File: src/core/pin_select_pkg.sv
package pin_select_pkg;

  // ----------------------------------------------------------------
  // register map (word index on the plain register port)
  // ----------------------------------------------------------------
  localparam int unsigned ADDR_W = 4;
  localparam int unsigned DATA_W = 16;
  localparam logic [3:0] DTC_IN1_ADDR = 4'h0;
  localparam logic [3:0] DTC_IN23_ADDR = 4'h1;
  localparam logic [3:0] DTC_IN45_ADDR = 4'h2;
  localparam logic [3:0] DTC_IN6_ADDR = 4'h3;
  localparam logic [3:0] OUT_MAP0_ADDR = 4'h4;
  localparam logic [3:0] OUT_MAP1_ADDR = 4'h5;
  localparam logic [3:0] OUT_MAP2_ADDR = 4'h6;
  localparam logic [3:0] OUT_MAP3_ADDR = 4'h7;

  // ----------------------------------------------------------------
  // field layout
  // ----------------------------------------------------------------
  localparam int unsigned IN_SEL_W = 7;
  localparam int unsigned OUT_SEL_W = 6;
  localparam int unsigned HI_LSB = 8;
  localparam int unsigned LO_LSB = 0;
  localparam int unsigned NUM_DTC_IN = 6;

  // ----------------------------------------------------------------
  // input selector codes and reset values
  // ----------------------------------------------------------------
  localparam logic [6:0] SEL_GROUND = 7'h00;
  localparam logic [6:0] SEL_COMPARATOR_ONE_OUTPUT = 7'h01;
  localparam logic [6:0] SEL_PIN124 = 7'h7C;
  localparam int unsigned NUM_PINS = 128;
  localparam logic [6:0] IN_SEL_RESET = 7'h00;
  localparam logic [5:0] OUT_SEL_RESET = 6'h00;
  localparam logic [15:0] READ_ZERO = 16'h0000;

endpackage

File: src/core/pin_select_dtc_out.sv
// Notes on behaviour
// RULE_01: input selector code 1111100 routes remappable input pin 124.
// RULE_02: input selector code 0000001 routes comparator one output.
// RULE_03: input selector code 0000000 ties the input to ground.
// RULE_04: input 1 selector in bits 14-8; bit 15 and 7-0 read zero.
// RULE_05: input 3 selector bits 14-8, input 2 bits 6-0; 15, 7 zero.
// RULE_06: input 5 selector bits 14-8, input 4 bits 6-0, seven bits each.
// RULE_07: input 6 selector in bits 6-0; bits 15-7 unimplemented.
// RULE_08: unimplemented bits always read zero regardless of writes.
// RULE_09: output map 0: bits 13-8 pin 35 code, bits 5-0 pin 20 code.
// RULE_10: output map 1: bits 13-8 pin 37 code, bits 5-0 pin 36 code.
// RULE_11: output map 2: bits 13-8 pin 39 code, bits 5-0 pin 38 code.
// RULE_12: output map 3: bits 13-8 pin 41 code, bits 5-0 pin 40 code.
// RULE_13: output map bits 15-14 and 7-6 read zero.
// RULE_14: every selector bit clears to zero at reset.
// RULE_15: every selector field reads back exactly as written.
// RULE_16: codes 2 through 124 each pick one remappable pin by number.
// RULE_17: writes to unimplemented bits are ignored and affect no routing.
`timescale 1ns/10ps
`default_nettype none

module pin_select_dtc_out
  import pin_select_pkg::*;
(
  input  wire logic                 ref_clk,
  input  wire logic                 nrst,
  input  wire logic [ADDR_W-1:0]    reg_addr,
  input  wire logic [DATA_W-1:0]    reg_wdata,
  input  wire logic                 reg_wr,
  input  wire logic                 reg_rd,
  output var  logic [DATA_W-1:0]    reg_rdata,
  input  wire logic [NUM_PINS-1:0]  remappable_pin,
  input  wire logic                 comparator_one_output,
  output var  logic [5:0]           deadtime_comp_in,
  output var  logic [OUT_SEL_W-1:0] pin20_function_code,
  output var  logic [OUT_SEL_W-1:0] pin35_function_code,
  output var  logic [OUT_SEL_W-1:0] pin36_function_code,
  output var  logic [OUT_SEL_W-1:0] pin37_function_code,
  output var  logic [OUT_SEL_W-1:0] pin38_function_code,
  output var  logic [OUT_SEL_W-1:0] pin39_function_code,
  output var  logic [OUT_SEL_W-1:0] pin40_function_code,
  output var  logic [OUT_SEL_W-1:0] pin41_function_code
);

  // ----------------------------------------------------------------
  // selector storage
  // ----------------------------------------------------------------
  logic [IN_SEL_W-1:0] dtc_sel_q [NUM_DTC_IN];
  logic [NUM_PINS-1:0] pin_meta_q;
  logic [NUM_PINS-1:0] pin_sync_q;
  logic                cmp_meta_q;
  logic                cmp_sync_q;
  logic [DATA_W-1:0]   rdata_d;

  // reads a selector code: ground, comparator, or a pin by number
  // codes past pin 124 fall through to a quiet low, never to an unknown pin
  function automatic logic route_sel(input logic [IN_SEL_W-1:0] sel,
                                     input logic [NUM_PINS-1:0] pins,
                                     input logic cmp);
    logic r;
    r = 1'b0;
    if (sel == SEL_GROUND)
      r = 1'b0; // RULE_03
    else if (sel == SEL_COMPARATOR_ONE_OUTPUT)
      r = cmp; // RULE_02
    else if (sel <= SEL_PIN124)
      r = pins[sel]; // RULE_01 RULE_16
    return r;
  endfunction

  always_ff @(posedge ref_clk)
  begin
    if (!nrst)
    begin
      for (int i = 0; i < NUM_DTC_IN; i++)
        dtc_sel_q[i] <= IN_SEL_RESET; // RULE_14
    end
    else if (reg_wr)
    begin
      // only implemented field bits are captured; the rest is dropped
      unique case (reg_addr)
        DTC_IN1_ADDR:
          dtc_sel_q[0] <= reg_wdata[HI_LSB +: IN_SEL_W]; // RULE_04 RULE_17
        DTC_IN23_ADDR:
        begin
          dtc_sel_q[2] <= reg_wdata[HI_LSB +: IN_SEL_W]; // RULE_05
          dtc_sel_q[1] <= reg_wdata[LO_LSB +: IN_SEL_W]; // RULE_05
        end
        DTC_IN45_ADDR:
        begin
          dtc_sel_q[4] <= reg_wdata[HI_LSB +: IN_SEL_W]; // RULE_06
          dtc_sel_q[3] <= reg_wdata[LO_LSB +: IN_SEL_W]; // RULE_06
        end
        DTC_IN6_ADDR:
          dtc_sel_q[5] <= reg_wdata[LO_LSB +: IN_SEL_W]; // RULE_07
        default:
        begin
        end
      endcase
    end
  end

  always_ff @(posedge ref_clk)
  begin
    if (!nrst)
    begin
      pin20_function_code <= OUT_SEL_RESET; // RULE_14
      pin35_function_code <= OUT_SEL_RESET;
      pin36_function_code <= OUT_SEL_RESET;
      pin37_function_code <= OUT_SEL_RESET;
      pin38_function_code <= OUT_SEL_RESET;
      pin39_function_code <= OUT_SEL_RESET;
      pin40_function_code <= OUT_SEL_RESET;
      pin41_function_code <= OUT_SEL_RESET;
    end
    else if (reg_wr)
    begin
      unique case (reg_addr)
        OUT_MAP0_ADDR:
        begin
          pin35_function_code <= reg_wdata[HI_LSB +: OUT_SEL_W]; // RULE_09
          pin20_function_code <= reg_wdata[LO_LSB +: OUT_SEL_W]; // RULE_09
        end
        OUT_MAP1_ADDR:
        begin
          pin37_function_code <= reg_wdata[HI_LSB +: OUT_SEL_W]; // RULE_10
          pin36_function_code <= reg_wdata[LO_LSB +: OUT_SEL_W]; // RULE_10
        end
        OUT_MAP2_ADDR:
        begin
          pin39_function_code <= reg_wdata[HI_LSB +: OUT_SEL_W]; // RULE_11
          pin38_function_code <= reg_wdata[LO_LSB +: OUT_SEL_W]; // RULE_11
        end
        OUT_MAP3_ADDR:
        begin
          pin41_function_code <= reg_wdata[HI_LSB +: OUT_SEL_W]; // RULE_12
          pin40_function_code <= reg_wdata[LO_LSB +: OUT_SEL_W]; // RULE_12
        end
        default:
        begin
        end
      endcase
    end
  end

  // ----------------------------------------------------------------
  // pin and comparator synchronisers
  // ----------------------------------------------------------------
  always_ff @(posedge ref_clk)
  begin
    if (!nrst)
    begin
      pin_meta_q <= '0;
      pin_sync_q <= '0;
      cmp_meta_q <= 1'b0;
      cmp_sync_q <= 1'b0;
    end
    else
    begin
      // bits settle one by one, so pins that move together may land a cycle apart
      pin_meta_q <= remappable_pin;
      pin_sync_q <= pin_meta_q;
      cmp_meta_q <= comparator_one_output;
      cmp_sync_q <= cmp_meta_q;
    end
  end

  // ----------------------------------------------------------------
  // routing to the dead-time compensation inputs
  // ----------------------------------------------------------------
  // registered so the outputs come straight from flip-flops; costs one cycle
  always_ff @(posedge ref_clk)
  begin
    if (!nrst)
      deadtime_comp_in <= '0;
    else
      for (int i = 0; i < NUM_DTC_IN; i++)
        deadtime_comp_in[i] <= route_sel(dtc_sel_q[i], pin_sync_q, cmp_sync_q);
  end

  // ----------------------------------------------------------------
  // read-back
  // ----------------------------------------------------------------
  always_comb
  begin
    rdata_d = READ_ZERO; // RULE_08 RULE_13
    unique case (reg_addr)
      DTC_IN1_ADDR:
        rdata_d[HI_LSB +: IN_SEL_W] = dtc_sel_q[0]; // RULE_15
      DTC_IN23_ADDR:
      begin
        rdata_d[HI_LSB +: IN_SEL_W] = dtc_sel_q[2];
        rdata_d[LO_LSB +: IN_SEL_W] = dtc_sel_q[1];
      end
      DTC_IN45_ADDR:
      begin
        rdata_d[HI_LSB +: IN_SEL_W] = dtc_sel_q[4];
        rdata_d[LO_LSB +: IN_SEL_W] = dtc_sel_q[3];
      end
      DTC_IN6_ADDR:
        rdata_d[LO_LSB +: IN_SEL_W] = dtc_sel_q[5];
      OUT_MAP0_ADDR:
      begin
        rdata_d[HI_LSB +: OUT_SEL_W] = pin35_function_code;
        rdata_d[LO_LSB +: OUT_SEL_W] = pin20_function_code;
      end
      OUT_MAP1_ADDR:
      begin
        rdata_d[HI_LSB +: OUT_SEL_W] = pin37_function_code;
        rdata_d[LO_LSB +: OUT_SEL_W] = pin36_function_code;
      end
      OUT_MAP2_ADDR:
      begin
        rdata_d[HI_LSB +: OUT_SEL_W] = pin39_function_code;
        rdata_d[LO_LSB +: OUT_SEL_W] = pin38_function_code;
      end
      OUT_MAP3_ADDR:
      begin
        rdata_d[HI_LSB +: OUT_SEL_W] = pin41_function_code;
        rdata_d[LO_LSB +: OUT_SEL_W] = pin40_function_code;
      end
      default:
        rdata_d = READ_ZERO;
    endcase
  end

  // data stands only in the cycle after the read strobe
  always_ff @(posedge ref_clk)
  begin
    if (!nrst)
      reg_rdata <= READ_ZERO;
    else if (reg_rd)
      reg_rdata <= rdata_d; // RULE_15
    else
      reg_rdata <= READ_ZERO;
  end

  // ----------------------------------------------------------------
  // assertions
  // ----------------------------------------------------------------
  a_ground_tie: assert property (@(posedge ref_clk) disable iff (!nrst) // RULE_03
    (dtc_sel_q[0] == SEL_GROUND) && $stable(dtc_sel_q[0]) |=> !deadtime_comp_in[0])
    else $error("input 1 not grounded");

  a_cmp_route: assert property (@(posedge ref_clk) disable iff (!nrst) // RULE_02
    (dtc_sel_q[1] == SEL_COMPARATOR_ONE_OUTPUT) |=> deadtime_comp_in[1] == $past(cmp_sync_q))
    else $error("input 2 not fed by comparator");

  a_pin124_route: assert property (@(posedge ref_clk) disable iff (!nrst) // RULE_01
    (dtc_sel_q[5] == SEL_PIN124) |=> deadtime_comp_in[5] == $past(pin_sync_q[124]))
    else $error("input 6 not fed by pin 124");

  a_in1_field: assert property (@(posedge ref_clk) disable iff (!nrst) // RULE_04
    reg_wr && reg_addr == DTC_IN1_ADDR |=> reg_rd && reg_addr == DTC_IN1_ADDR
      |=> reg_rdata == {1'b0, $past(reg_wdata[14:8], 2), 8'h00})
    else $error("input 1 register read-back wrong");

  a_in6_unimpl: assert property (@(posedge ref_clk) disable iff (!nrst) // RULE_07
    $past(reg_rd) && $past(reg_addr) == DTC_IN6_ADDR |-> reg_rdata[15:7] == 9'h000)
    else $error("input 6 upper bits not zero");

  a_zero_bits: assert property (@(posedge ref_clk) disable iff (!nrst) // RULE_08
    reg_rdata[15] == 1'b0)
    else $error("bit 15 read non-zero");

  a_out_unimpl: assert property (@(posedge ref_clk) disable iff (!nrst) // RULE_13
    $past(reg_rd) && $past(reg_addr) >= OUT_MAP0_ADDR
      |-> reg_rdata[15:14] == 2'h0 && reg_rdata[7:6] == 2'h0)
    else $error("output map unimplemented bits set");

  a_map0_write: assert property (@(posedge ref_clk) disable iff (!nrst) // RULE_09
    reg_wr && reg_addr == OUT_MAP0_ADDR
      |=> pin35_function_code == $past(reg_wdata[13:8])
        && pin20_function_code == $past(reg_wdata[5:0]))
    else $error("output map 0 not updated");

  // checked at the release edge: before the first reset edge the flops hold unknowns
  a_reset_clear: assert property (@(posedge ref_clk) // RULE_14
    $rose(nrst) |-> dtc_sel_q[0] == IN_SEL_RESET
      && dtc_sel_q[1] == IN_SEL_RESET
      && dtc_sel_q[2] == IN_SEL_RESET
      && dtc_sel_q[3] == IN_SEL_RESET
      && dtc_sel_q[4] == IN_SEL_RESET
      && dtc_sel_q[5] == IN_SEL_RESET
      && pin20_function_code == OUT_SEL_RESET
      && pin35_function_code == OUT_SEL_RESET
      && pin36_function_code == OUT_SEL_RESET
      && pin37_function_code == OUT_SEL_RESET
      && pin38_function_code == OUT_SEL_RESET
      && pin39_function_code == OUT_SEL_RESET
      && pin40_function_code == OUT_SEL_RESET
      && pin41_function_code == OUT_SEL_RESET
      && deadtime_comp_in == '0
      && reg_rdata == READ_ZERO)
    else $error("selector not cleared by reset");

  a_rdata_idle: assert property (@(posedge ref_clk) disable iff (!nrst) // RULE_15
    !$past(reg_rd) |-> reg_rdata == 16'h0000)
    else $error("read data outside read cycle");

  // ----------------------------------------------------------------
  // selector write paths
  // ----------------------------------------------------------------
  a_in23_write: assert property (@(posedge ref_clk) disable iff (!nrst) // RULE_05
    reg_wr && reg_addr == DTC_IN23_ADDR
      |=> dtc_sel_q[2] == $past(reg_wdata[HI_LSB +: IN_SEL_W])
        && dtc_sel_q[1] == $past(reg_wdata[LO_LSB +: IN_SEL_W]))
    else $error("input 2 or 3 selector not updated");

  a_in45_write: assert property (@(posedge ref_clk) disable iff (!nrst) // RULE_06
    reg_wr && reg_addr == DTC_IN45_ADDR
      |=> dtc_sel_q[4] == $past(reg_wdata[HI_LSB +: IN_SEL_W])
        && dtc_sel_q[3] == $past(reg_wdata[LO_LSB +: IN_SEL_W]))
    else $error("input 4 or 5 selector not updated");

  a_in6_write: assert property (@(posedge ref_clk) disable iff (!nrst) // RULE_07
    reg_wr && reg_addr == DTC_IN6_ADDR
      |=> dtc_sel_q[5] == $past(reg_wdata[LO_LSB +: IN_SEL_W]))
    else $error("input 6 selector not updated");

  a_map1_write: assert property (@(posedge ref_clk) disable iff (!nrst) // RULE_10
    reg_wr && reg_addr == OUT_MAP1_ADDR
      |=> pin37_function_code == $past(reg_wdata[HI_LSB +: OUT_SEL_W])
        && pin36_function_code == $past(reg_wdata[LO_LSB +: OUT_SEL_W]))
    else $error("output map 1 not updated");

  a_map2_write: assert property (@(posedge ref_clk) disable iff (!nrst) // RULE_11
    reg_wr && reg_addr == OUT_MAP2_ADDR
      |=> pin39_function_code == $past(reg_wdata[HI_LSB +: OUT_SEL_W])
        && pin38_function_code == $past(reg_wdata[LO_LSB +: OUT_SEL_W]))
    else $error("output map 2 not updated");

  a_map3_write: assert property (@(posedge ref_clk) disable iff (!nrst) // RULE_12
    reg_wr && reg_addr == OUT_MAP3_ADDR
      |=> pin41_function_code == $past(reg_wdata[HI_LSB +: OUT_SEL_W])
        && pin40_function_code == $past(reg_wdata[LO_LSB +: OUT_SEL_W]))
    else $error("output map 3 not updated");

  // a stray write above the map must leave every selector alone
  a_stray_write: assert property (@(posedge ref_clk) disable iff (!nrst) // RULE_17
    reg_wr && reg_addr > OUT_MAP3_ADDR
      |=> $stable({dtc_sel_q[0], dtc_sel_q[1], dtc_sel_q[2], dtc_sel_q[3], dtc_sel_q[4]})
        && $stable({dtc_sel_q[5], pin20_function_code, pin35_function_code})
        && $stable({pin36_function_code, pin37_function_code, pin38_function_code})
        && $stable({pin39_function_code, pin40_function_code, pin41_function_code}))
    else $error("write outside the map changed a selector");

  // ----------------------------------------------------------------
  // routing of pin codes, codes past the last pin and the ground code
  // ----------------------------------------------------------------
  a_pin_route: assert property (@(posedge ref_clk) disable iff (!nrst) // RULE_16
    dtc_sel_q[0] > SEL_COMPARATOR_ONE_OUTPUT && dtc_sel_q[0] <= SEL_PIN124
      |=> deadtime_comp_in[0] == $past(pin_sync_q[dtc_sel_q[0]]))
    else $error("input 1 not fed by the selected pin");

  a_high_code: assert property (@(posedge ref_clk) disable iff (!nrst) // RULE_16
    dtc_sel_q[3] > SEL_PIN124 |=> !deadtime_comp_in[3])
    else $error("input 4 not low for a code past the last pin");

  a_in6_ground: assert property (@(posedge ref_clk) disable iff (!nrst) // RULE_03
    dtc_sel_q[5] == SEL_GROUND |=> !deadtime_comp_in[5])
    else $error("input 6 not grounded");

  c_pin_route: cover property (@(posedge ref_clk) disable iff (!nrst)
    dtc_sel_q[0] == SEL_PIN124 ##1 deadtime_comp_in[0]);
  c_cmp_route: cover property (@(posedge ref_clk) disable iff (!nrst)
    dtc_sel_q[2] == SEL_COMPARATOR_ONE_OUTPUT ##1 deadtime_comp_in[2]);
  c_map_readback: cover property (@(posedge ref_clk) disable iff (!nrst)
    reg_wr && reg_addr == OUT_MAP3_ADDR ##1 reg_rd && reg_addr == OUT_MAP3_ADDR);
  c_high_code: cover property (@(posedge ref_clk) disable iff (!nrst)
    dtc_sel_q[3] > SEL_PIN124 ##1 !deadtime_comp_in[3]);
  c_stray_write: cover property (@(posedge ref_clk) disable iff (!nrst)
    reg_wr && reg_addr > OUT_MAP3_ADDR);

endmodule

`default_nettype wire

File: config.mk
export PLATFORM = sky130hd
export DESIGN_NAME = pin_select_dtc_out
export DESIGN_NICKNAME = d
export VERILOG_FILES = /design/src/core/pin_select_pkg.sv /design/src/core/pin_select_dtc_out.sv
export SDC_FILE = /design/constraint.sdc
export NUM_CORES = 1
export LEC_CHECK = 0
export BUFFER_PORTS_ARGS = -buffer_cell sky130_fd_sc_hd__buf_2
export CORE_ASPECT_RATIO = 0.7
export CORE_UTILIZATION = 30
export CTS_CLUSTER_DIAMETER = 120
export DETAILED_ROUTE_END_ITERATION = 6
export GPL_ROUTABILITY_DRIVEN = 0
export SYNTH_ARGS = -nofsm -noshare
export SYNTH_HDL_FRONTEND = slang
export SYNTH_SLANG_ARGS = --single-unit
export TNS_END_PERCENT = 20
File: constraint.sdc
create_clock -name ref_clk -period 4.9 [get_ports ref_clk]
set_input_delay 0 -clock ref_clk [delete_from_list [all_inputs] [get_ports ref_clk]]
set_output_delay 0 -clock ref_clk [all_outputs]
set_load 0.05 [all_outputs]
== Word-level counts from Yosys, hierarchy flattened ==
Memory sizes are Yosys's and may differ from the RTL's.
Cells that the tools add are included.

* Memories kept: 1
* Latch bits: 0
* Register bits after elaboration: 328
* RAM bits: 42
* Output and inout port bits: 70
* Memory bits (read-only): 0

{| class="wikitable"
|+ Memory list
! name !! depth !! bits a word !! rd ports !! clocked after memory_dff !! wr ports !! RTL line !! RTL
|-
| dtc_sel_q || 6 || 7 || 6 || 0 || 6 || pin_select_dtc_out.sv:48 || <nowiki>logic [IN_SEL_W-1:0] dtc_sel_q [NUM_DTC_IN];</nowiki>
|}

* Equality and inequality tests: 13
* Divide/modulo/power cells: 0
* Add/sub/neg operators: 0
* Bitwise operators: 7
* Mux-type cells: 51
* Magnitude comparators: 12
* Shift operators: 0
* Reductions and logical operators: 18
* Multipliers: 0

{| class="wikitable"
|+ Operators by type and width
! cell !! number
|-
| $pmux 6 s7 || 2
|-
| $lt 7x8->1 const B || 6
|-
| $bmux 1 s7 || 6
|-
| $eq 7x1->1 const B || 6
|-
| $le 7x7->1 const B || 6
|-
| $logic_not 7->1 || 6
|-
| $mux 7 || 6
|-
| $mux 1 || 35
|-
| $eq 4x3->1 const B || 4
|-
| $reduce_or 2->1 || 6
|-
| $reduce_and 2->1 || 5
|-
| $eq 4x2->1 const B || 2
|-
| $or 1x1->1 || 6
|-
| $pmux 1 s3 || 2
|-
| $eq 4x1->1 const B || 1
|-
| $logic_not 4->1 || 1
|-
| $not 1->1 || 1
|}

== Depth between registers and ports, before layout ==
* Depth in word-level cells: 6
* Mapped depth: 10

== Least setup slack after synthesis ==
OpenSTA, ideal clock, no wires.

* Kind: reg-to-reg
* Start point: memory dtc_sel_q[4][0]
* End point: register deadtime_comp_in[4]
* Data arrival time: 1.803 ns
* Slack: 2.972 ns
* Cell stages (with the launch flop): 8
* Setup time: 0.125 ns
* Data required time: 4.775 ns
* Path buffers: 2
* Cell sequence: edfxtp_1 buf_6 buf_12 mux4_2 mux4_2 o21ai_1 and3_1 a31oi_1

{| class="wikitable"
|+ RTL lines
! element !! RTL line !! RTL
|-
| start: declaration || pin_select_dtc_out.sv:48 ||
|-
| end signal: indexed assignment || pin_select_dtc_out.sv:178 || <nowiki>deadtime_comp_in[i] <= route_sel(dtc_sel_q[i], pin_sync_q, cmp_sync_q);</nowiki>
|-
| end: declaration || pin_select_dtc_out.sv:34 || <nowiki>output var logic [5:0] deadtime_comp_in,</nowiki>
|}

==> metrics.yaml <==
logic_synthesis:
  synth-simple-area-share_pct: 17.78
  ys.flop_type: "dfxtp_1"
  muxShareOfSynthArea_pct: 27.01
  synth_top_area_share_pct: 35.56
  ys_async_sr_fraction_pct: 0
  ys_warn_count: 0
  yosys-top-cells-area: "dfxtp_1 36%, mux4_2 21%, and2_1 10%"
  synth_top_family_by_area: "multiplexers"
  ys_ff_latch: 368
  synth_xor_area_share_pct: 0
  synth_compound_area_share_pct: 8.707
  syn_avg_cell_area_um2: 11.51
  synth_edf_count: 42
  synthesis.area_um2: 18350
  synth-adder-area-share_pct: 0
  synth_cell_types: 66
  ys_seq_area_share_pct: 42.44
  yosysTopAreaCell: "dfxtp_1"
  synth_cells: 1595
cells_and_area:
  multi_input_area_um2: 9824
  fillers: 5803
  regArea_um2: 7787
  antenna-diode-count: 0
  drive_gt1_share_pct: 25.76
  layout_commonest_cell: "dfxtp_1"
  final_cell_mix: "326 x dfxtp_1, 306 x and2_1, 217 x buf_2, 172 x mux4_2, 158 x nand2_1"
  nets: 2045
  area_delta_synth_final_pct: 24.08
  post-route-util_pct: 37.86
global_routing:
  grt_usage_pct: 19.35
  grt_max_degree: 129
  grt-ovfl-total: 0
  antenna_found_initial: 0
  grt_pass1_vias: 14900
  grt_pass1_wl_mm: 92.72
hold_path:
  hold_path_class: "primary input to flop"
  whs_path_depth: 2
floorplan:
  rows: 75
  die_h_um: 208.9
  die_w_um: 297.6
  core_um2: 60150
  start_util_pct: 30.51
  die_area_um2: 62180
  num_io_pins: 223
power:
  p_int_mw: 5.492
  powerDensity_nw_per_um2: 322.6
  power_leakage_nw: 8.731
  comb_power_share_pct: 12.9
  clockPowerShare_pct: 41.2
  peakVddDrop_uv: 188.2
  seq_power_share_pct: 45.8
  power_switching_mw: 1.854
  switching_share_pct: 25.24
  p_total_mw: 7.346
critical_path:
  cp-end-kind: "flop"
  reg2reg_depth: 7
  slowest_stage: "edfxtp_1"
  max_stage_delay_ps: 850
  setup.worst_path.class: "flop to flop"
  worstPathArrival_ps: 3400
  required_ps: 5340
  path_cells: "buf_4 -> mux4_2 -> nor2_1 -> a311oi_1 -> a211o_1 -> o2111ai_1 -> a32oi_1"
  critPathMaxFanout: 20
  cp-start-kind: "flop"
outcome:
  run_status: "finished, violations left"
  violations: "hold timing"
routing:
  vias_per_cell: 5.431
  drt_iter0_drc: 1782
  vias: 14810
  routedWlPerCell_um: 22.33
  antenna_left: 0
  drc_errors: 0
  totalWireLength_mm: 60.86
  drt_first_pass_iters: 6
cts:
  post-cts-setup-buffers: 0
  path_clk_slew_ps: 70
  cts_made_buffers: 36
  clockRootBuffer: "clkbuf_16"
  insertion_delay_ps: 550
  htreeDepth: 2
  numClockSinks: 368
  cts_tree: "done"
  clk_path_buf_depth: 3
sta:
  max_clock_freq_mhz: 337.7
  drv_slew: 0
  setup_viol: 0
  rsz0062_at_grt: "false"
  hold_violations: 6
  period_share_pct: 60.43
  layout_min_cycle_time_ps: 2961
  whs_ps: -18.82
  final.setup.worst_slack_ps: 1939
  fin_tns_setup_ps: 0
  slew_headroom_pct: 21.32
  fin_skew_ps: 18.57
  tightest_slew_ps: 1180
place:
  pre_cts_slack_ps: 1959
  portBuffers: 218
  dp_hpwl_mm: 42.71
flow_run:
  maxCapViolations: 0
## critical path: cells and delay by family, from the launching register on
family	cells	cell delay (ps)
compound gates	4	1220
flops	1	850
buf+inv	1	440
mux	1	260
simple gates	1	50
## cell type report
class	instances	share of cell area (%)
sequential	368	34.20
clock buffer	48	4.467
tap	808	4.440
inverter	12	0.1978
timing repair buffer	397	12.39
clock inverter	16	1.159
multi-input combinational	1077	43.15
## power by group through the flow
stage	sequential (mW)	combinational [mW]	clock, mW
3_3_place_gp	3.42	0.834	0
3_5_place_dp	3.42	0.842	0
6_report	3.37	0.950	3.03
5_1_grt	3.38	1.01	3.23
4_1_cts	3.36	0.939	3.08
2_1_floorplan	3.35	0.597	0
## final timing paths
check | start | endpoint | slack [ps]
hold reg to reg | pin_meta_q[18] | pin_sync_q[18] | 430
setup / recovery | dtc_sel_q[5][2] | deadtime_comp_in[5] | 1940
hold / removal | nrst | pin40_function_code[2] | -20
setup reg to reg | dtc_sel_q[5][2] | deadtime_comp_in[5] | 1940
## flip-flops by register name (all words and copies together), names as in the netlist
name / cells
pin_meta_q: 128
pin38_function_code: 6
reg_rdata: 14
pin36_function_code: 6
pin39_function_code: 6
cmp_meta_q: 1
pin35_function_code: 6
cmp_sync_q: 1
deadtime_comp_in: 6
pin_sync_q: 128
dtc_sel_q: 42
pin40_function_code: 6
pin37_function_code: 6
pin20_function_code: 6
pin41_function_code: 6
## per-stage QoR
stage | cell area (um^2) | hold WS, ps | std cells
2_1_floorplan | 18360 | 127.3 | 1596
3_3_place_gp | 20020 | 212.9 | 2515
3_5_place_dp | 20020 | 208.1 | 2515
4_1_cts | 22770 | 17.17 | 2726
5_1_grt | 22770 | 46.81 | 2726
6_report | 22770 | -18.82 | 2726
## metal layers
metal / up-vias / track usage, % / wire [um]
met5: - / 0 / 0
met3: 114 / 6.633 / 7289
met1: 7311 / 26.60 / 25550
met4: 0 / 4.408 / 1203
met2: 887 / 29.15 / 26820
li1: 6494 / - / -
## what timing repair did
item | CTS | global route
endpoints found under the setup margin | 0 | 0
hold endpoints to repair | 227 | 0
hold buffers | 147 | 0
resized for setup | 0 | 0
## cell families after synthesis
kind of cell           Yosys count
muxes                          264
DFF                            368
buffers and inverters          151
and+or+nand+nor                596
other                            1
AOI/OAI and AO/OA              215
## synthesized netlist by cell type, types with 17 or more instances
master and n:
dfxtp_1 326, mux2i_1 71, buf_2 28, nand3_1 24, and2_1 306, clkbuf_1 81, edfxtp_1 42, a21boi_0 47
a22oi_1 33, mux4_2 172, nand2_1 158, nor2_1 23, buf_4 17, a31oi_1 23
Power figures use the tool's default switching activity.
